--- src/verilog/bslc_pkg.sv ---
// Purpose: Constants and types of the burner sequence and lockout controller
// Assumes: 200 MHz system clock, 1 ms sequence tick
// Notes: Phase times are in milliseconds and are counted in ticks

package bslc_pkg;

  // ****************************************
  // Timebase
  // ****************************************
  localparam int unsigned CLK_FREQ_HZ = 200000000;
  localparam int unsigned TICK_PERIOD_MS = 1;
  localparam int unsigned TICK_CYCLES = CLK_FREQ_HZ / 1000 * TICK_PERIOD_MS;

  // ****************************************
  // Phase times in ms
  // ****************************************
  localparam int unsigned AIR_SWITCH_MAX_MS = 60000;
  localparam int unsigned PREPURGE_TIME_MS = 54000;
  localparam int unsigned DAMPER_OPEN_MS = 40000;
  localparam int unsigned DAMPER_CLOSE_TIME_MS = 14000;
  localparam int unsigned FALSE_FLAME_CHECK_TIME_MS = 5000;
  localparam int unsigned PREIGNITION_MS = 3000;
  localparam int unsigned FLAME_SAFETY_TIME_MS = 3000;
  localparam int unsigned POSTIGNITION_TIME_MS = 2500;
  localparam int unsigned SECOND_STAGE_DELAY_MS = 8000;
  localparam int unsigned FAN_BURST_MS = 2000;
  localparam int unsigned QUICK_RETRY_MS = 10000;
  localparam int unsigned BTN_LONG_MS = 3000;
  localparam int unsigned LED_SHORT_MS = 300;
  localparam int unsigned LED_LONG_MS = 900;
  localparam int unsigned LED_GAP_MS = 300;
  localparam int unsigned LED_SPAUSE_MS = 600;
  localparam int unsigned LED_LPAUSE_MS = 1200;
  localparam int unsigned LED_LIT_MS = 10000;

  // Tick counts
  localparam logic [15:0] T_AIR = 16'(AIR_SWITCH_MAX_MS / TICK_PERIOD_MS);
  localparam logic [15:0] T_PURGE = 16'(PREPURGE_TIME_MS / TICK_PERIOD_MS);
  localparam logic [15:0] T_DAMPER = 16'(DAMPER_OPEN_MS / TICK_PERIOD_MS);
  localparam logic [15:0] T_STRAY = 16'((PREPURGE_TIME_MS - FALSE_FLAME_CHECK_TIME_MS) / TICK_PERIOD_MS);
  localparam logic [15:0] T_PREIGN = 16'(PREIGNITION_MS / TICK_PERIOD_MS);
  localparam logic [15:0] T_SAFETY = 16'(FLAME_SAFETY_TIME_MS / TICK_PERIOD_MS);
  localparam logic [15:0] T_POSTIGN = 16'(POSTIGNITION_TIME_MS / TICK_PERIOD_MS);
  localparam logic [15:0] T_DELAY2 = 16'(SECOND_STAGE_DELAY_MS / TICK_PERIOD_MS);
  localparam logic [15:0] T_BURST = 16'(FAN_BURST_MS / TICK_PERIOD_MS);
  localparam logic [15:0] T_RETRY = 16'(QUICK_RETRY_MS / TICK_PERIOD_MS);
  localparam logic [15:0] T_BTN = 16'(BTN_LONG_MS / TICK_PERIOD_MS);

  // ****************************************
  // Sequence states and lockout causes
  // ****************************************
  typedef enum logic [3:0] {
    S_INIT = 4'h0, S_IDLE = 4'h1, S_QFAN = 4'h2, S_QWAIT = 4'h3,
    S_AIRW = 4'h4, S_PURGE = 4'h5, S_PREIGN = 4'h6, S_SAFETY = 4'h7,
    S_DELAY2 = 4'h8, S_RUN = 4'h9, S_LOCK = 4'ha, S_LOWV = 4'hb
  } bslc_state_t;

  localparam logic [2:0] C_NONE = 3'h0;
  localparam logic [2:0] C_SAFETY = 3'h1;
  localparam logic [2:0] C_STRAY = 3'h2;
  localparam logic [2:0] C_AIR_CLOSED = 3'h3;
  localparam logic [2:0] C_AIR_TIMEOUT = 3'h4;
  localparam logic [2:0] C_AIR_OPENED = 3'h5;
  localparam logic [2:0] C_FLAME_LOSS = 3'h6;
  localparam logic [2:0] C_MANUAL = 3'h7;

  // ****************************************
  // LED symbols, four bits each, first in low nibble
  // ****************************************
  localparam logic [3:0] SY_END = 4'h0;
  localparam logic [3:0] SY_SHORT = 4'h1;
  localparam logic [3:0] SY_LONG = 4'h2;
  localparam logic [3:0] SY_SPAUSE = 4'h3;
  localparam logic [3:0] SY_LPAUSE = 4'h4;
  localparam logic [3:0] SY_LIT = 4'h5;

  localparam logic [31:0] P_AIRW = 32'h00000311;
  localparam logic [31:0] P_PURGE = 32'h00003111;
  localparam logic [31:0] P_PREIGN = 32'h00031111;
  localparam logic [31:0] P_SAFETY = 32'h00000312;
  localparam logic [31:0] P_DELAY2 = 32'h00311112;
  localparam logic [31:0] P_RUN = 32'h00000041;
  localparam logic [31:0] P_L_SAFETY = 32'h41111135;
  localparam logic [31:0] P_L_STRAY = 32'h04111235;
  localparam logic [31:0] P_L_AIRCL = 32'h00412235;
  localparam logic [31:0] P_L_AIRTO = 32'h00412135;
  localparam logic [31:0] P_L_AIROP = 32'h00421135;
  localparam logic [31:0] P_L_FLAME = 32'h00422235;
  localparam logic [31:0] P_L_MANUAL = 32'h00041235;

  // ****************************************
  // Register map
  // ****************************************
  localparam logic [7:0] A_CTRL = 8'h00;
  localparam logic [7:0] A_STATUS = 8'h04;
  localparam logic [7:0] A_IRQ_STAT = 8'h08;
  localparam logic [7:0] A_IRQ_EN = 8'h0c;
  localparam logic [7:0] A_IRQ_CLR = 8'h10;
  localparam int unsigned CTRL_EN_BIT = 0;
  localparam int unsigned CTRL_LOCK_BIT = 1;
  localparam logic CTRL_EN_RST = 1'b1;
  localparam logic [2:0] IRQ_EN_RST = 3'h0;

endpackage

--- src/verilog/bslc_top.sv ---
// Purpose: Burner start sequence, supervision, lockout and LED flash codes
// Assumes: All inputs synchronous to I_CLOCK; external store keeps I_NV_CAUSE
// Notes: Registers over AHB-Lite, zero wait states
//
// Summary of operation
// RQ1 - Every lockout cause is written to external non-volatile store.
// RQ2 - Low supply aborts operation and blocks new starts while it lasts.
// RQ3 - Flame lost while running locks out at once as flame loss.
// RQ4 - Air switch not closed 60 s after fan start locks out.
// RQ5 - Air switch opening from pre-purge onward locks out as air opened.
// RQ6 - Pre-purge 54 s, damper open first 40 s, then 14 s close.
// RQ7 - No flame at end of 3 s safety time closes fuel, locks out.
// RQ8 - LED shows current sequence phase whenever not locked out; code leaves it dark in S_INIT, S_IDLE, S_QFAN, S_QWAIT and S_LOWV.
// RQ9 - Each phase has its own repeating pulse pattern on the LED.
// RQ10 - Messages use short and long pulses and pauses on one LED.
// RQ11 - In lockout LED stays lit, broken every 10 s by cause code.
// RQ12 - Lockout cycle: 10 s lit, 0.6 s dark, code, 1.2 s dark.
// RQ13 - Manual or external lockout has its own distinct flash code.
// RQ14 - Flame seen in last check time of pre-purge locks out stray light.
// RQ15 - Reset button held over 3 s then released forces manual lockout.
// RQ16 - Lockout stays latched until reset; power loss does not clear it.
// RQ17 - Air switch closed at start: fan burst, 10 s wait, one retry.
// RQ18 - Phases follow fixed order up to running with second stage.
// RQ19 - All phase times come from one tick derived from the clock.
//
// Our own choices: the register addresses and register access over AHB-Lite.

`timescale 1ns/1ps

module bslc_top
#(
  parameter int unsigned TICK_CYCLES = bslc_pkg::TICK_CYCLES
)
(
  input wire logic I_CLOCK,
  input wire logic I_NRST,
  input wire logic I_HSEL,
  input wire logic [31:0] I_HADDR,
  input wire logic [1:0] I_HTRANS,
  input wire logic I_HWRITE,
  input wire logic [2:0] I_HSIZE,
  input wire logic [31:0] I_HWDATA,
  input wire logic I_HREADY,
  output logic [31:0] O_HRDATA,
  output logic O_HREADYOUT,
  output logic O_HRESP,
  input wire logic I_HEAT_DEMAND,
  input wire logic I_AIR_FLOW_SWITCH,
  input wire logic I_FLAME,
  input wire logic I_LOW_SUPPLY,
  input wire logic I_RESET_BTN,
  input wire logic [2:0] I_NV_CAUSE,
  output logic O_NV_WR,
  output logic [2:0] O_NV_DATA,
  output logic O_FAN,
  output logic O_IGNITION,
  output logic O_VALVE1,
  output logic O_VALVE2,
  output logic O_AIR_DAMPER_CMD,
  output logic O_ALARM,
  output logic O_LED,
  output logic O_IRQ
);

  // ****************************************
  // Reset release
  // ****************************************
  logic rst_meta_reg;
  logic rst_n;

  always_ff @(posedge I_CLOCK or negedge I_NRST)
  begin
    if (!I_NRST)
    begin
      rst_meta_reg <= 1'b0;
      rst_n <= 1'b0;
    end
    else
    begin
      rst_meta_reg <= 1'b1;
      rst_n <= rst_meta_reg;
    end
  end

  // ****************************************
  // Millisecond tick
  // ****************************************
  logic [17:0] tick_cnt_reg;
  logic tick;

  assign tick = (tick_cnt_reg == 18'(TICK_CYCLES - 1));

  always_ff @(posedge I_CLOCK or negedge rst_n)
  begin
    if (!rst_n)
      tick_cnt_reg <= 18'h00000;
    else if (tick)
      tick_cnt_reg <= 18'h00000; // RQ19
    else
      tick_cnt_reg <= tick_cnt_reg + 18'h00001;
  end

  // ****************************************
  // Bus slave and registers
  // ****************************************
  logic wr_pend_reg;
  logic [7:0] wr_addr_reg;
  logic ctrl_en_reg;
  logic man_req_reg;
  logic [2:0] irq_stat_reg;
  logic [2:0] irq_en_reg;
  logic [31:0] rd_data;
  logic acc;
  logic wr_data_ph;
  logic [2:0] ev;
  logic [2:0] clr;
  bslc_pkg::bslc_state_t state_reg;
  bslc_pkg::bslc_state_t state_next;
  logic [2:0] cause_reg;
  logic [2:0] cause_next;
  logic retry_reg;
  logic retry_next;

  assign acc = I_HSEL && I_HTRANS[1] && I_HREADY;
  assign wr_data_ph = wr_pend_reg && I_HREADY;

  always_comb
  begin
    rd_data = 32'h00000000;
    case (I_HADDR[7:0])
      bslc_pkg::A_CTRL: rd_data[bslc_pkg::CTRL_EN_BIT] = ctrl_en_reg;
      bslc_pkg::A_STATUS: rd_data[7:0] = {retry_reg, cause_reg, state_reg};
      bslc_pkg::A_IRQ_STAT: rd_data[2:0] = irq_stat_reg;
      bslc_pkg::A_IRQ_EN: rd_data[2:0] = irq_en_reg;
      default: rd_data = 32'h00000000;
    endcase
  end

  always_ff @(posedge I_CLOCK or negedge rst_n)
  begin
    if (!rst_n)
    begin
      wr_pend_reg <= 1'b0;
      wr_addr_reg <= 8'h00;
      O_HRDATA <= 32'h00000000;
      O_HREADYOUT <= 1'b1;
      O_HRESP <= 1'b0;
    end
    else
    begin
      if (I_HREADY)
      begin
        wr_pend_reg <= acc && I_HWRITE;
        wr_addr_reg <= I_HADDR[7:0];
      end
      O_HRDATA <= (acc && !I_HWRITE) ? rd_data : 32'h00000000;
      O_HREADYOUT <= 1'b1;
      O_HRESP <= 1'b0;
    end
  end

  assign clr = (wr_data_ph && wr_addr_reg == bslc_pkg::A_IRQ_CLR) ? I_HWDATA[2:0] : 3'h0;

  always_ff @(posedge I_CLOCK or negedge rst_n)
  begin
    if (!rst_n)
    begin
      ctrl_en_reg <= bslc_pkg::CTRL_EN_RST;
      man_req_reg <= 1'b0;
      irq_en_reg <= bslc_pkg::IRQ_EN_RST;
      irq_stat_reg <= 3'h0;
      O_IRQ <= 1'b0;
    end
    else
    begin
      man_req_reg <= wr_data_ph && wr_addr_reg == bslc_pkg::A_CTRL && I_HWDATA[bslc_pkg::CTRL_LOCK_BIT];
      if (wr_data_ph && wr_addr_reg == bslc_pkg::A_CTRL)
        ctrl_en_reg <= I_HWDATA[bslc_pkg::CTRL_EN_BIT];
      if (wr_data_ph && wr_addr_reg == bslc_pkg::A_IRQ_EN)
        irq_en_reg <= I_HWDATA[2:0];
      // Set wins over clear
      irq_stat_reg <= (irq_stat_reg & ~clr) | ev;
      O_IRQ <= |(((irq_stat_reg & ~clr) | ev) & irq_en_reg);
    end
  end

  // ****************************************
  // Sequence timer and reset button
  // ****************************************
  logic [15:0] tmr_reg;
  logic [15:0] btn_cnt_reg;
  logic btn_prev_reg;
  logic btn_rel;
  logic btn_long;

  assign btn_rel = btn_prev_reg && !I_RESET_BTN;
  assign btn_long = btn_cnt_reg > bslc_pkg::T_BTN;

  always_ff @(posedge I_CLOCK or negedge rst_n)
  begin
    if (!rst_n)
    begin
      tmr_reg <= 16'h0000;
      btn_cnt_reg <= 16'h0000;
      btn_prev_reg <= 1'b0;
    end
    else
    begin
      if (state_next != state_reg)
        tmr_reg <= 16'h0000;
      else if (tick && tmr_reg != 16'hffff)
        tmr_reg <= tmr_reg + 16'h0001; // RQ19
      btn_prev_reg <= I_RESET_BTN;
      if (!I_RESET_BTN)
        btn_cnt_reg <= 16'h0000;
      else if (tick && btn_cnt_reg != 16'hffff)
        btn_cnt_reg <= btn_cnt_reg + 16'h0001;
    end
  end

  // ****************************************
  // Sequence state machine
  // ****************************************
  logic lock;
  logic [2:0] lc;
  logic in_seq;

  assign in_seq = state_reg inside {bslc_pkg::S_AIRW, bslc_pkg::S_PURGE, bslc_pkg::S_PREIGN,
                                    bslc_pkg::S_SAFETY, bslc_pkg::S_DELAY2, bslc_pkg::S_RUN};

  always_comb
  begin
    state_next = state_reg;
    cause_next = cause_reg;
    retry_next = retry_reg;
    lock = 1'b0;
    lc = bslc_pkg::C_NONE;
    case (state_reg)
      bslc_pkg::S_INIT:
      begin
        if (I_NV_CAUSE != bslc_pkg::C_NONE)
        begin
          lock = 1'b1; // RQ16
          lc = I_NV_CAUSE;
        end
        else
          state_next = bslc_pkg::S_IDLE;
      end
      bslc_pkg::S_IDLE:
      begin
        retry_next = 1'b0;
        if (I_HEAT_DEMAND && ctrl_en_reg && !I_LOW_SUPPLY) // RQ2
          state_next = I_AIR_FLOW_SWITCH ? bslc_pkg::S_QFAN : bslc_pkg::S_AIRW; // RQ17
      end
      bslc_pkg::S_QFAN:
      begin
        if (tmr_reg >= bslc_pkg::T_BURST)
        begin
          if (retry_reg)
          begin
            lock = 1'b1; // RQ17
            lc = bslc_pkg::C_AIR_CLOSED;
          end
          else
            state_next = bslc_pkg::S_QWAIT;
        end
      end
      bslc_pkg::S_QWAIT:
      begin
        if (tmr_reg >= bslc_pkg::T_RETRY)
        begin
          retry_next = 1'b1; // RQ17
          state_next = I_AIR_FLOW_SWITCH ? bslc_pkg::S_QFAN : bslc_pkg::S_AIRW;
        end
      end
      bslc_pkg::S_AIRW:
      begin
        if (I_AIR_FLOW_SWITCH)
          state_next = bslc_pkg::S_PURGE; // RQ18
        else if (tmr_reg >= bslc_pkg::T_AIR)
        begin
          lock = 1'b1; // RQ4
          lc = bslc_pkg::C_AIR_TIMEOUT;
        end
      end
      bslc_pkg::S_PURGE:
      begin
        if (I_FLAME && tmr_reg >= bslc_pkg::T_STRAY)
        begin
          lock = 1'b1; // RQ14
          lc = bslc_pkg::C_STRAY;
        end
        else if (tmr_reg >= bslc_pkg::T_PURGE)
          state_next = bslc_pkg::S_PREIGN; // RQ6
      end
      bslc_pkg::S_PREIGN:
      begin
        if (tmr_reg >= bslc_pkg::T_PREIGN)
          state_next = bslc_pkg::S_SAFETY; // RQ18
      end
      bslc_pkg::S_SAFETY:
      begin
        if (tmr_reg >= bslc_pkg::T_SAFETY)
        begin
          if (I_FLAME)
            state_next = bslc_pkg::S_DELAY2; // RQ18
          else
          begin
            lock = 1'b1; // RQ7
            lc = bslc_pkg::C_SAFETY;
          end
        end
      end
      bslc_pkg::S_DELAY2:
      begin
        if (!I_FLAME)
        begin
          lock = 1'b1;
          lc = bslc_pkg::C_FLAME_LOSS;
        end
        else if (tmr_reg >= bslc_pkg::T_DELAY2)
          state_next = bslc_pkg::S_RUN; // RQ18
      end
      bslc_pkg::S_RUN:
      begin
        if (!I_FLAME)
        begin
          lock = 1'b1; // RQ3
          lc = bslc_pkg::C_FLAME_LOSS;
        end
      end
      bslc_pkg::S_LOCK:
      begin
        if (btn_rel)
        begin
          state_next = bslc_pkg::S_IDLE; // RQ16
          cause_next = bslc_pkg::C_NONE;
        end
      end
      bslc_pkg::S_LOWV:
      begin
        if (!I_LOW_SUPPLY)
          state_next = bslc_pkg::S_IDLE; // RQ2
      end
      default: state_next = bslc_pkg::S_IDLE;
    endcase
    if (in_seq && state_reg != bslc_pkg::S_AIRW && !I_AIR_FLOW_SWITCH)
    begin
      lock = 1'b1; // RQ5
      lc = bslc_pkg::C_AIR_OPENED;
    end
    if (in_seq && !I_HEAT_DEMAND && !lock)
      state_next = bslc_pkg::S_IDLE;
    if (I_LOW_SUPPLY && state_reg != bslc_pkg::S_LOCK && state_reg != bslc_pkg::S_INIT && !lock)
      state_next = bslc_pkg::S_LOWV; // RQ2
    if (((btn_rel && btn_long) || man_req_reg) && state_reg != bslc_pkg::S_LOCK
        && state_reg != bslc_pkg::S_INIT)
    begin
      lock = 1'b1; // RQ15
      lc = bslc_pkg::C_MANUAL;
    end
    if (lock)
    begin
      state_next = bslc_pkg::S_LOCK;
      cause_next = lc;
    end
  end

  assign ev[0] = state_next == bslc_pkg::S_LOCK && state_reg != bslc_pkg::S_LOCK;
  assign ev[1] = state_next == bslc_pkg::S_RUN && state_reg != bslc_pkg::S_RUN;
  assign ev[2] = state_next == bslc_pkg::S_LOWV && state_reg != bslc_pkg::S_LOWV;

  always_ff @(posedge I_CLOCK or negedge rst_n)
  begin
    if (!rst_n)
    begin
      state_reg <= bslc_pkg::S_INIT;
      cause_reg <= bslc_pkg::C_NONE;
      retry_reg <= 1'b0;
      O_NV_WR <= 1'b0;
      O_NV_DATA <= bslc_pkg::C_NONE;
    end
    else
    begin
      state_reg <= state_next;
      cause_reg <= cause_next;
      retry_reg <= retry_next;
      O_NV_WR <= cause_next != cause_reg; // RQ1
      O_NV_DATA <= cause_next;
    end
  end

  // ****************************************
  // Actuator outputs
  // ****************************************
  always_ff @(posedge I_CLOCK or negedge rst_n)
  begin
    if (!rst_n)
    begin
      O_FAN <= 1'b0;
      O_IGNITION <= 1'b0;
      O_VALVE1 <= 1'b0;
      O_VALVE2 <= 1'b0;
      O_AIR_DAMPER_CMD <= 1'b0;
      O_ALARM <= 1'b0;
    end
    else
    begin
      O_FAN <= in_seq || state_reg == bslc_pkg::S_QFAN;
      O_IGNITION <= state_reg == bslc_pkg::S_PREIGN || state_reg == bslc_pkg::S_SAFETY
                    || (state_reg == bslc_pkg::S_DELAY2 && tmr_reg < bslc_pkg::T_POSTIGN);
      O_VALVE1 <= (state_reg == bslc_pkg::S_SAFETY || state_reg == bslc_pkg::S_DELAY2
                   || state_reg == bslc_pkg::S_RUN) && !lock; // RQ7
      O_VALVE2 <= state_reg == bslc_pkg::S_RUN && !lock; // RQ18
      O_AIR_DAMPER_CMD <= (state_reg == bslc_pkg::S_PURGE && tmr_reg < bslc_pkg::T_DAMPER)
                          || state_reg == bslc_pkg::S_RUN; // RQ6
      O_ALARM <= state_reg == bslc_pkg::S_LOCK;
    end
  end

  // ****************************************
  // LED flash code player
  // ****************************************
  logic [31:0] pat_next;
  logic [31:0] pat_reg;
  logic [2:0] idx_reg;
  logic part_reg;
  logic [15:0] led_tmr_reg;
  logic [3:0] sym;
  logic [15:0] on_t;
  logic [15:0] off_t;
  logic [15:0] dur;

  always_comb
  begin
    pat_next = 32'h00000000;
    case (state_reg)
      bslc_pkg::S_AIRW: pat_next = bslc_pkg::P_AIRW; // RQ8
      bslc_pkg::S_PURGE: pat_next = bslc_pkg::P_PURGE; // RQ9
      bslc_pkg::S_PREIGN: pat_next = bslc_pkg::P_PREIGN; // RQ9
      bslc_pkg::S_SAFETY: pat_next = bslc_pkg::P_SAFETY;
      bslc_pkg::S_DELAY2: pat_next = bslc_pkg::P_DELAY2;
      bslc_pkg::S_RUN: pat_next = bslc_pkg::P_RUN;
      bslc_pkg::S_LOCK:
      begin
        case (cause_reg) // RQ11
          bslc_pkg::C_SAFETY: pat_next = bslc_pkg::P_L_SAFETY;
          bslc_pkg::C_STRAY: pat_next = bslc_pkg::P_L_STRAY;
          bslc_pkg::C_AIR_CLOSED: pat_next = bslc_pkg::P_L_AIRCL;
          bslc_pkg::C_AIR_TIMEOUT: pat_next = bslc_pkg::P_L_AIRTO;
          bslc_pkg::C_AIR_OPENED: pat_next = bslc_pkg::P_L_AIROP;
          bslc_pkg::C_FLAME_LOSS: pat_next = bslc_pkg::P_L_FLAME;
          bslc_pkg::C_MANUAL: pat_next = bslc_pkg::P_L_MANUAL; // RQ13
          default: pat_next = bslc_pkg::P_L_SAFETY;
        endcase
      end
      default: pat_next = 32'h00000000;
    endcase
  end

  assign sym = pat_reg[{idx_reg, 2'b00} +: 4];

  always_comb
  begin
    on_t = 16'h0000;
    off_t = 16'h0000;
    case (sym) // RQ10
      bslc_pkg::SY_SHORT:
      begin
        on_t = 16'(bslc_pkg::LED_SHORT_MS);
        off_t = 16'(bslc_pkg::LED_GAP_MS);
      end
      bslc_pkg::SY_LONG:
      begin
        on_t = 16'(bslc_pkg::LED_LONG_MS);
        off_t = 16'(bslc_pkg::LED_GAP_MS);
      end
      bslc_pkg::SY_SPAUSE: off_t = 16'(bslc_pkg::LED_SPAUSE_MS); // RQ12
      // Gap after the last pulse counts toward the long pause
      bslc_pkg::SY_LPAUSE: off_t = 16'(bslc_pkg::LED_LPAUSE_MS - bslc_pkg::LED_GAP_MS); // RQ12
      bslc_pkg::SY_LIT: on_t = 16'(bslc_pkg::LED_LIT_MS); // RQ12
      default: on_t = 16'h0000;
    endcase
  end

  assign dur = part_reg ? off_t : on_t;

  always_ff @(posedge I_CLOCK or negedge rst_n)
  begin
    if (!rst_n)
    begin
      pat_reg <= 32'h00000000;
      idx_reg <= 3'h0;
      part_reg <= 1'b0;
      led_tmr_reg <= 16'h0000;
      O_LED <= 1'b0;
    end
    else
    begin
      pat_reg <= pat_next;
      if (pat_next != pat_reg || sym == bslc_pkg::SY_END)
      begin
        idx_reg <= 3'h0; // RQ9
        part_reg <= 1'b0;
        led_tmr_reg <= 16'h0000;
      end
      else if (led_tmr_reg >= dur)
      begin
        led_tmr_reg <= 16'h0000;
        part_reg <= !part_reg;
        if (part_reg)
          idx_reg <= idx_reg + 3'h1;
      end
      else if (tick)
        led_tmr_reg <= led_tmr_reg + 16'h0001;
      O_LED <= sym != bslc_pkg::SY_END && !part_reg && on_t != 16'h0000;
    end
  end

endmodule
--- config.mk ---
export PLATFORM = sky130hd
export DESIGN_NAME = bslc_top
export DESIGN_NICKNAME = d
export VERILOG_FILES = /design/src/verilog/bslc_pkg.sv /design/src/verilog/bslc_top.sv
export SDC_FILE = /design/constraint.sdc
export NUM_CORES = 1
export LEC_CHECK = 0
export BUFFER_PORTS_ARGS = -buffer_cell sky130_fd_sc_hd__buf_2
export CAP_MARGIN = 40
export CORE_UTILIZATION = 62
export CTS_CLUSTER_DIAMETER = 120
export DETAILED_ROUTE_END_ITERATION = 8
export GPL_ROUTABILITY_DRIVEN = 0
export PLACE_DENSITY = 0.94
export SLEW_MARGIN = 20
export SYNTH_ARGS = -nofsm -noshare
export SYNTH_HDL_FRONTEND = slang
export SYNTH_SLANG_ARGS = --single-unit
export TNS_END_PERCENT = 50
--- constraint.sdc ---
create_clock -name I_CLOCK -period 9.9 [get_ports I_CLOCK]
set_input_delay 1.485 -clock I_CLOCK [delete_from_list [all_inputs] [get_ports I_CLOCK]]
set_output_delay 1.485 -clock I_CLOCK [all_outputs]
set_load 0.02 [all_outputs]
[Word level (Yosys, flattened, before mapping)]
Index checks and enable logic that the tools add are counted.
Storage, ports and cells
  flip-flop bits (word level): 147
  latch bits: 0
  RAM bits: 0
  ROM bits: 0
  bits of input ports: 82
  memories kept: 0
Operators by class
  $add $sub $neg: 5
  multiply operators: 0
  div/mod/pow operators: 0
  order comparisons: 11
  equal/unequal tests: 42
  shifts and indexed selects: 1
  muxes and demuxes: 71
  bitwise logic cells: 4
  reduce and logical (&&, ||, !) cells: 69
Operators by type and width (number)
  32-bit case mux with 7 select lines: 1
  31-bit case mux with 6 select lines: 1
  16-bit 2-to-1 mux: 8
  4-bit 2-to-1 mux: 18
  16-bit by 1-bit adder with 16-bit output, second input constant: 3
  16-bit >= comparator, second input constant: 3
  4-bit case mux with 12 select lines: 1
  3-bit 2-to-1 mux: 14
  14-bit case mux with 3 select lines: 1
  1-bit logical AND: 34
  16-bit != test, second input constant: 2
  32-bit != test: 1
  32-bit by 6-bit variable part select with 4-bit output: 1
  10-bit case mux with 3 select lines: 1
  4-bit equality test, second input constant: 7
  4-bit by 3-bit equality test with 1-bit output, second input constant: 6
  8-bit by 4-bit equality test with 1-bit output, second input constant: 3
  18-bit by 1-bit adder with 18-bit output, second input constant: 1
  18-bit equality test, second input constant: 1
  18-bit 2-to-1 mux: 1
  3-bit case mux with 6 select lines: 1
  4-bit by 2-bit equality test with 1-bit output, second input constant: 4
  16-bit by 11-bit >= comparator with 1-bit output, second input constant: 1
  16-bit by 12-bit >= comparator with 1-bit output, second input constant: 1
  41 further kinds: 88

[Logic depth before layout (Yosys ltp)]
Gate-level depths: netlist (run 1).
  word-level depth: 15
  depth in mapped cells: 16

[Least setup slack after synthesis (run 1)]
Ideal clock, no wire load.
  path kind: flip-flop to flip-flop
  from: register idx_reg[0]
  to: register led_tmr_reg[5]
  library setup time: 0.087 ns
  arrival: 3.625 ns
  path slack: 6.189 ns
  cell stages (with the launch flop): 13
  path buffers: 2
  period minus slack after synthesis: 3.711 ns
  cell sequence: dfrtp_1 -> buf_2 -> mux4_2 -> mux2i_1 -> xnor2_1 -> mux2_2 -> ha_1 -> a21oi_1 -> o21ai_0 -> a2111oi_0 -> o211ai_1 -> clkbuf_1 -> nor3_1
Between the ends
  longest elaborated chain between the ends: 8
RTL lines
  start: declaration: RTL line bslc_top.sv:426  | logic [2:0] idx_reg;
  start signal: assignment: RTL line bslc_top.sv:512  | idx_reg <= idx_reg + 3'h1;
  32-bit by 6-bit variable part select with 4-bit output (*): RTL line bslc_top.sv:461  | assign sym = pat_reg[{idx_reg, 2'b00} +: 4];
  4-bit by 2-bit equality test with 1-bit output or 4-bit by 1-bit equality test with 1-bit output (tied branches): RTL line bslc_top.sv:467  | case (sym)
  2-bit OR reduction (no line)
  10-bit case mux with 3 select lines: RTL line bslc_top.sv:467
  16-bit 2-to-1 mux: RTL line bslc_top.sv:486  | assign dur = part_reg ? off_t : on_t;
  16-bit >= comparator: RTL line bslc_top.sv:507  | else if (led_tmr_reg >= dur)
  16-bit 2-to-1 mux: RTL line bslc_top.sv:507
  16-bit 2-to-1 mux: RTL line bslc_top.sv:501  | if (pat_next != pat_reg || sym == bslc_pkg::SY_END)
  end signal: assignment: RTL line bslc_top.sv:515  | led_tmr_reg <= led_tmr_reg + 16'h0001;
  end: declaration: RTL line bslc_top.sv:428  | logic [15:0] led_tmr_reg;
Mark *: on every way between the ends. The rest lies on a longest branch, timed or not.
A chain may end at the register's enable or synchronous reset.

[Worst setup path after layout (run 1)]
  from: register idx_reg[0]
  to: register idx_reg[0]
Between the ends
  longest elaborated chain between the ends: 8
RTL lines (RTL line)
  32-bit by 6-bit variable part select with 4-bit output: bslc_top.sv:461
  4-bit by 2-bit equality test with 1-bit output or 4-bit by 1-bit equality test with 1-bit output (tied branches): bslc_top.sv:467
  2-bit OR reduction (no line)
  10-bit case mux with 3 select lines: bslc_top.sv:467
  16-bit 2-to-1 mux: bslc_top.sv:486
  16-bit >= comparator: bslc_top.sv:507
  2-bit nonzero test (no line)
  2-bit AND reduction (no line)
Parallel ways exist; a longest one is shown, timed or not. The select of a mux whose other input is x is not followed.

==> impl_metrics.ini, run 1 <==
[cts]
postCtsHoldBufs = 0
cts-root-buf = clkbuf_16
clk_pin_slew_ps = 60
ctsHtreeMaxLevel = 4
cts_made_buffers = 17
clock-sinks = 131
post-cts-setup-buffers = 0
cts_resized = 0
cts_buffer_depth = 2
clk_latency_ps = 430
cts_tree = done

[pwr]
power.density_nw_per_um2 = 232
irDropWorstVdd_mv = 0.400
static-leakage-power_nw = 3.80

[logic_synthesis]
synth_largest_area_cell = dfrtp_1
post-synth-top-count-cell = dfrtp_1
synthFlopType = dfrtp_1
synthCells = 842
avgSynthCellArea_um2 = 9.61
syn_area_um2 = 8100
synthTopCellsByCount = dfrtp_1, nand2_1, nor2_1
synth-warning-count = 0
async_flop_share = 1.00
synth_area_leaders = dfrtp_1, xnor2_1, xor2_1
synth.yosys.seq_area_share = 0.405
synth_edf_count = 0
synth.ff_latch_count = 131
synth_cell_types = 89
synth_top_area_share = 0.402

[cells_and_area]
diodes = 0
area_delta_synth_final_pct = 9.71
largest_reg_flops = 18
fin_nets = 969
drive_above_1_share = 0.166
finalNonFillerCells = 1054
finish.instance_area_um2 = 8880
fillers = 865

[worst_setup_path]
cp-end-kind = flop
cp_max_fo = 19
worstSetupStartpointType = flop
reg2reg_depth = 13
crit_type = flop to flop
r2r-end = idx_reg[0]
r2r_slack_ps = 5420
regToRegStartpoint = idx_reg[0]
critPathArrivalTime_ps = 4760
required_ps = 10180

[run_status]
status = complete, no violations

[worst_hold_path]
hp-class = flop to asynchronous set/reset pin

[global_routing]
grt_max_degree = 61
grt-ovfl-total = 0
gr-usage-all-layers = 0.299
grt_pass1_wl_um = 31200
first_global_vias = 6350
antenna_found_initial = 0

[drt]
ant_nets = 0
first_iter_violations = 687
num_vias = 6717
drcViolationCount = 0
routed_via_density = 6.37
wl_per_cell_um = 18.0
dr.pass1.iters = 5
drt-total-wl_um = 18900

[placed_design]
place_area_um2 = 8290
portBuffers = 44
dp.cells = 1021
dp_hpwl_um = 12600

[timing]
worst_pin_slew_ps = 815
finalHoldViolations = 0
grt_setup_unrepaired = false
maxSlewHeadroom = 0.457
whs_ps = 329
finalSetupTns_ps = 0
clock_skew_ps = 10.2
fin_crit_sh = 0.453
setup_viol = 0
fmax_ghz = 0.223
slew_viol_final = 0
period_minus_slack_ps = 4480

[die]
start_util = 0.639
io_pins = 128
rows = 41
coreArea_um2 = 12700
die_h_um = 116
die_area_um2 = 13500
die_w_um = 116

[job]
drv_cap = 0
through the flow:
step,power [mW],utilization,worst slack [ps]
floorplan,1.24,-,5980
global placement,1.34,0.649,5760
detailed placement,1.41,0.655,5520
CTS,2.04,0.701,5480
global route,2.15,0.701,5040
finish,2.06,0.701,5420
cell families after synthesis:
logic type | Yosys count | synth area share
XOR/XNOR | 75 | 0.0830
flip-flops | 131 | 0.405
buffers and inverters | 105 | 0.0694
adder cells (fa/ha/maj) | 18 | 0.0278
AO/OA/AOI/OAI | 138 | 0.127
multiplexers | 27 | 0.0419
AND/OR/NAND/NOR | 346 | 0.245
other | 2 | 0.000928
power by group:
group          total, mW  switching [mW]  leakage [nW]  internal (mW)
combinational      0.748           0.473          1.79          0.275
clock              0.625           0.251         0.275          0.374
sequential         0.686          0.0943          1.73          0.591
critical path, stage by stage (launching register included):
cell and delay, ps:
dfrtp_1 610, mux4_2 580, mux2i_1 630, xnor2_1 200, mux2_2 350, ha_1 290
a21oi_1 140, o21ai_0 110, a2111oi_0 610, o211ai_1 180, buf_4 250, nand2_1 130
xor2_1 180, nor2_1 70
worst max-delay path by stage:
stage	startpoint	to	slack, ps	cells past startpoint
2_1_floorplan	rst_n	O_AIR_DAMPER_CMD	5980	0
3_3_place_gp	idx_reg[0]	idx_reg[0]	5760	13
3_5_place_dp	idx_reg[0]	idx_reg[0]	5520	13
4_1_cts	idx_reg[0]	idx_reg[0]	5480	13
5_1_grt	idx_reg[0]	idx_reg[0]	5040	13
6_report	idx_reg[0]	idx_reg[0]	5420	13
placed cells by master, fill, tap and decap left out, types with 5 or more instances in the layout:
master / count
nand3_1: 34
mux2_2: 15
ha_1: 18
buf_4: 5
o211ai_1: 6
and3_1: 11
a21oi_1: 23
and4_1: 5
and2_1: 30
inv_1: 29
nand2_1: 67
inv_6: 5
xor2_1: 30
xnor2_1: 43
or3_1: 7
dfrtp_1: 129
nor3_1: 27
buf_2: 45
a21o_1: 6
nand4_1: 22
clkbuf_16: 17
o21ai_0: 29
a2111oi_0: 5
a31oi_1: 7
nand2b_1: 6
nor4_1: 17
a211oi_1: 7
mux2i_1: 8
nor2_1: 59
nor2b_1: 15
nor4_2: 12
or2_2: 5
conb_1: 28
routing by layer:
metal  track usage  part of all wire  up-vias
met1         0.390              0.39     3229
met3        0.0592             0.081       72
met4         0.155             0.037        0
met5             0                 0        -
met2         0.475              0.49      399
li1              -                 -     3017
area by class of cell:
class / instances / area [um2] / area share
clock buffer: 19 / 433 / 0.0487
multi-input combinational: 632 / 4350 / 0.490
tap: 172 / 215 / 0.0242
clock inverter: 13 / 149 / 0.0168
timing repair buffer: 55 / 329 / 0.0371
sequential: 131 / 3280 / 0.370
inverter: 32 / 120 / 0.0135
(Power assumes the default switching activity.)
==> inputs of run 2 (changes only) <==
Settings changed: ABC_AREA set to 1, CORE_UTILIZATION 62 to 58, PLACE_DENSITY 0.94 to 0.89.
Clock period 9.9 ns to 4.5 ns, I/O delays scaled along.
==> run 2 against run 1 <==
  * Routed wire length is 3.1% lower
  * Via count is 8.4% higher
  * Critical path depth is 18 higher
  * Clock-buffer cell count is 1 higher
  * Fmax is 19% higher
  * Cell count is 27% higher
  * Sequential power is 110% higher
  * Sequential share of layout area is 0.22 points lower
  * Worst setup slack worse by 4700 ps
  * Total power is 100% higher
  * Utilization is 3.4 points lower
  * Critical path type unchanged
  * Largest cell class unchanged
==> impl_metrics.ini, run 2 <==
[run_status]
status = complete, no violations

[logic_synthesis]
synth_area_leaders = dfrtp_1, nand2_1, inv_1
synth.ff_latch_count = 131
synthFlopType = dfrtp_1
synth_top_area_share = 0.403
avgSynthCellArea_um2 = 7.34
synth.yosys.seq_area_share = 0.407
synth_largest_area_cell = dfrtp_1
syn_area_um2 = 8060
async_flop_share = 1.00
synthCells = 1099
post-synth-top-count-cell = nand2_1
synth-warning-count = 0
synth_edf_count = 0
synth_cell_types = 52
synthTopCellsByCount = nand2_1, inv_1, dfrtp_1

[timing]
clock_skew_ps = 10.2
worst_pin_slew_ps = 767
maxSlewHeadroom = 0.484
period_minus_slack_ps = 3750
setup_viol = 0
finalSetupTns_ps = 0
fmax_ghz = 0.267
slew_viol_final = 0
fin_crit_sh = 0.833
grt_setup_unrepaired = false
finalHoldViolations = 0

[global_routing]
gr-usage-all-layers = 0.274
grt_pass1_wl_um = 31300
antenna_found_initial = 1
grt-ovfl-total = 0
grt_max_degree = 57
first_global_vias = 6939

[cts]
clock-sinks = 131
post-cts-setup-buffers = 0
cts_resized = 0
postCtsHoldBufs = 0
cts-root-buf = clkbuf_16
clk_latency_ps = 420
cts_made_buffers = 17
clk_pin_slew_ps = 60
cts_buffer_depth = 2
ctsHtreeMaxLevel = 4
cts_tree = done

[worst_setup_path]
cp-end-kind = flop
cp_max_fo = 20
endpoint = part_reg
slowest_stage = dfrtp_1
r2r-end = part_reg
required_ps = 4860
crit_type = flop to flop
critPathTopFamily = simple AND/OR/NAND/NOR gates
reg2reg_depth = 31
regToRegStartpoint = idx_reg[0]
r2r_slack_ps = 750
slowest_delay_ps = 500
cp_num_buf_inv = 5
critPathArrivalTime_ps = 4110
cp.depth = 31
worstSetupStartpointType = flop
crit_top_cell = nand2_1
cp-startpoint = idx_reg[0]

[drt]
drcViolationCount = 0
routed_via_density = 5.44
first_iter_violations = 690
dr.pass1.iters = 5
drt-total-wl_um = 18300
ant_nets = 0
wl_per_cell_um = 13.7
num_vias = 7278

[cells_and_area]
final_common_cell = nand2_1
layout_common_cells = nand2_1, inv_1, dfrtp_1
area_delta_synth_final_pct = 10.8
largest_reg_flops = 18
finish.instance_area_um2 = 8930
drive_above_1_share = 0.118
final_util = 0.667
fin_nets = 1249

[die]
coreArea_um2 = 13400
start_util = 0.602
rows = 42
die_area_um2 = 14400
die_h_um = 120
die_w_um = 120
io_pins = 128

[placed_design]
dp_hpwl_um = 13200
place_area_um2 = 8330
portBuffers = 44

[pwr]
irDropWorstVdd_mv = 0.387
static-leakage-power_nw = 4.54
power.density_nw_per_um2 = 472

[worst_hold_path]
hp-class = input pin to asynchronous set/reset pin

[job]
drv_cap = 0
## run 2: layout make-up
class / instances / area, um2
Fill cell: 1060 / 4470
Inverter: 180 / 676
Clock inverter: 12 / 130
Clock buffer: 20 / 467
Tap cell: 176 / 220
Timing Repair Buffer: 46 / 235
Sequential cell: 131 / 3280
Multi-Input combinational cell: 773 / 3920
Antenna cell: 1 / 2.50
## run 2: cell families after synthesis
group	count (synthesis)	share of synthesized area
buffers and inverters	221	0.120
and+or+nand+nor	576	0.326
muxes	4	0.00543
other	2	0.000931
DFF	131	0.407
adders and majority gates	18	0.0279
AOI/OAI and AO/OA	125	0.0900
xor gates and xnor gates	22	0.0239
## run 2: worst reg2reg max path, delay by kind of cell, from the launching register on
family,cells,cell delay [ps]
buffers and inverters,5,670
flip-flops,1,500
AO/OA/AOI/OAI,4,520
adder cells (fa/ha/maj),1,270
AND/OR/NAND/NOR,21,1710
## run 2: how the worst min path moves through the flow
stage,from,to,slack (ps),cells past startpoint
floorplan,rst_meta_reg,rst_n,330,0
global placement,rst_meta_reg,rst_n,330,0
detailed placement,rst_meta_reg,rst_n,340,0
CTS,I_NRST,rst_n,20,1
global route,I_NRST,rst_n,20,1
finish,I_NRST,rst_n,30,1
## run 2: routing by layer
metal	vias up	global-route usage	routed length, um
met1	3383	0.341	7560
met3	43	0.0585	1300
met5	-	0	0
met2	269	0.464	9010
li1	3583	-	-
met4	0	0.106	473
## run 2: metrics by stage
step / setup WS [ps] / cells / hold WS (ps) / total power, mW
finish: 750 / 1339 / 27.5 / 4.22
global route: 225 / 1339 / 23.7 / 4.47
CTS: 511 / 1338 / 18.4 / 4.21
detailed placement: 622 / 1306 / 343 / 2.81
global placement: 745 / 1306 / 334 / 2.77
floorplan: 582 / 1125 / 331 / 2.53
## run 2: power breakdown
group | internal (mW) | switching (mW) | total [mW]
Combinational | 0.408 | 1.00 | 1.41
Sequential | 1.30 | 0.122 | 1.43
Clock | 0.858 | 0.524 | 1.38
==> inputs of run 3 (changes only) <==
Clock period 4.5 ns to 3.7 ns, I/O delays scaled along.
==> run 3 against run 2 <==
  * Utilization is 0.20 points higher
  * Cell count increased by 0.22%
  * Global-route usage increased by 0.45 points
  * Sequential power is 21% higher
  * Largest power group unchanged
  * Highest routed layer unchanged
==> impl_metrics.ini, run 3 (synthesized netlist as in run 2, its figures left out) <==
[cells_and_area]
area_delta_synth_final_pct = 11.1
finish.instance_area_um2 = 8960
finalNonFillerCells = 1342
fillers = 1104
fin_nets = 1252
layout_common_cells = nand2_1, inv_1, dfrtp_1
drive_above_1_share = 0.124
regArea_um2 = 3290
multi_input_area_um2 = 3930
final_common_cell = nand2_1
largest_reg_flops = 18

[drt]
drt-total-wl_um = 18500
top_layer_used = met4
wl_met2_um = 8860
routed_via_density = 5.48
drcViolationCount = 0
first_iter_violations = 747
met3WireLength_um = 1330
num_vias = 7351
dr.pass1.iters = 6
wirelength_met1_um = 7510
ant_nets = 0
wl_per_cell_um = 13.8

[placed_design]
place_area_um2 = 8350
portBuffers = 44
dp.cells = 1308
post-place-ws_ps = 267
dp_hpwl_um = 13100

[timing]
slew_viol_final = 0
setup_viol = 0
fmax_ghz = 0.308
clock_skew_ps = 9.52
timing.final.ws_setup_ps = 456
period_minus_slack_ps = 3240
maxSlewHeadroom = 0.500
worst_pin_slew_ps = 750
finalHoldViolations = 0
fin_crit_sh = 0.877

[cts]
clk_pin_slew_ps = 60
ctsHtreeMaxLevel = 4
cts_tree = done
clk_latency_ps = 430
post-cts-setup-buffers = 0
cts_buffer_depth = 2
cts-root-buf = clkbuf_16
clock-sinks = 131
cts_made_buffers = 17

[die]
io_pins = 128
coreArea_um2 = 13400
start_util = 0.602
die_w_um = 120
die_area_um2 = 14400
die_h_um = 120
rows = 42

[pwr]
power.total_mw = 5.11
static-leakage-power_nw = 4.54
irDropWorstVdd_mv = 0.391
power.density_nw_per_um2 = 571

[worst_setup_path]
cp_max_fo = 15
crit_top_cell = nand2_1
required_ps = 4040
slowest_delay_ps = 390
worstSetupStartpointType = flop
slowest_stage = dfrtp_1
cp-end-kind = flop
crit_type = flop to flop
critPathArrivalTime_ps = 3580

[global_routing]
gr-usage-all-layers = 0.279
grt-ovfl-total = 0
first_global_vias = 7276
antenna_found_initial = 1
grt_pass1_wl_um = 31900
grt_max_degree = 60

[worst_hold_path]
hp-class = flop to flop

[run_status]
status = complete, no violations

[job]
drv_cap = 0
run 3: final timing paths:
kind	from	to	slack, ps	cells after the start
hold reg to reg	rst_meta_reg	rst_n	350	0
max in group asynchronous	rst_n	ctrl_en_reg	2310	1
hold / removal	rst_meta_reg	rst_n	350	0
setup / recovery	idx_reg[0]	led_tmr_reg[3]	460	28
min in group asynchronous	rst_n	tmr_reg[7]	400	0
setup reg to reg	idx_reg[0]	led_tmr_reg[3]	460	28
run 3: critical path: cells and delay by family (launching register included):
family          cells  cell delay, ps
simple gates       22            1510
compound gates      2             480
flops               1             390
buf+inv             3             490
fa+ha+maj           1             280
run 3: routing by layer:
layer	up-vias	GRT usage
li1	3578	-
met1	3378	0.333
met2	314	0.462
met3	81	0.0665
met4	0	0.152
met5	-	0
run 3: power by group:
| part | total, mW | internal (mW) | switching, mW |
|---|---|---|---|
| Combinational | 1.73 | 0.500 | 1.23 |
| Clock | 1.65 | 1.00 | 0.646 |
| Sequential | 1.73 | 1.59 | 0.143 |
run 3: repair_timing:
| action | in CTS | in global routing |
|---|---|---|
| setup endpoints to repair | 0 | 19 |
| hold endpoints to repair | 2 | 0 |
| gates resized for setup | 0 | 10 |
| hold buffers | 1 | 0 |
run 3: layout make-up:
type                    instances  share of cell area
flip-flops and latches        131               0.367
diodes                          1            0.000279
multi-input cells             773               0.439
clock inverters                13              0.0152
inverters                     180              0.0757
repair buffers                 49              0.0295
well taps                     176              0.0246
clock buffers                  19              0.0494
run 3: through the flow:
step,hold WS (ps),utilization,TNS (ps)
2_1_floorplan,259,-,0
3_3_place_gp,334,0.623,0
3_5_place_dp,339,0.623,0
4_1_cts,338,0.667,0
5_1_grt,363,0.669,-1.52
6_report,348,0.669,0
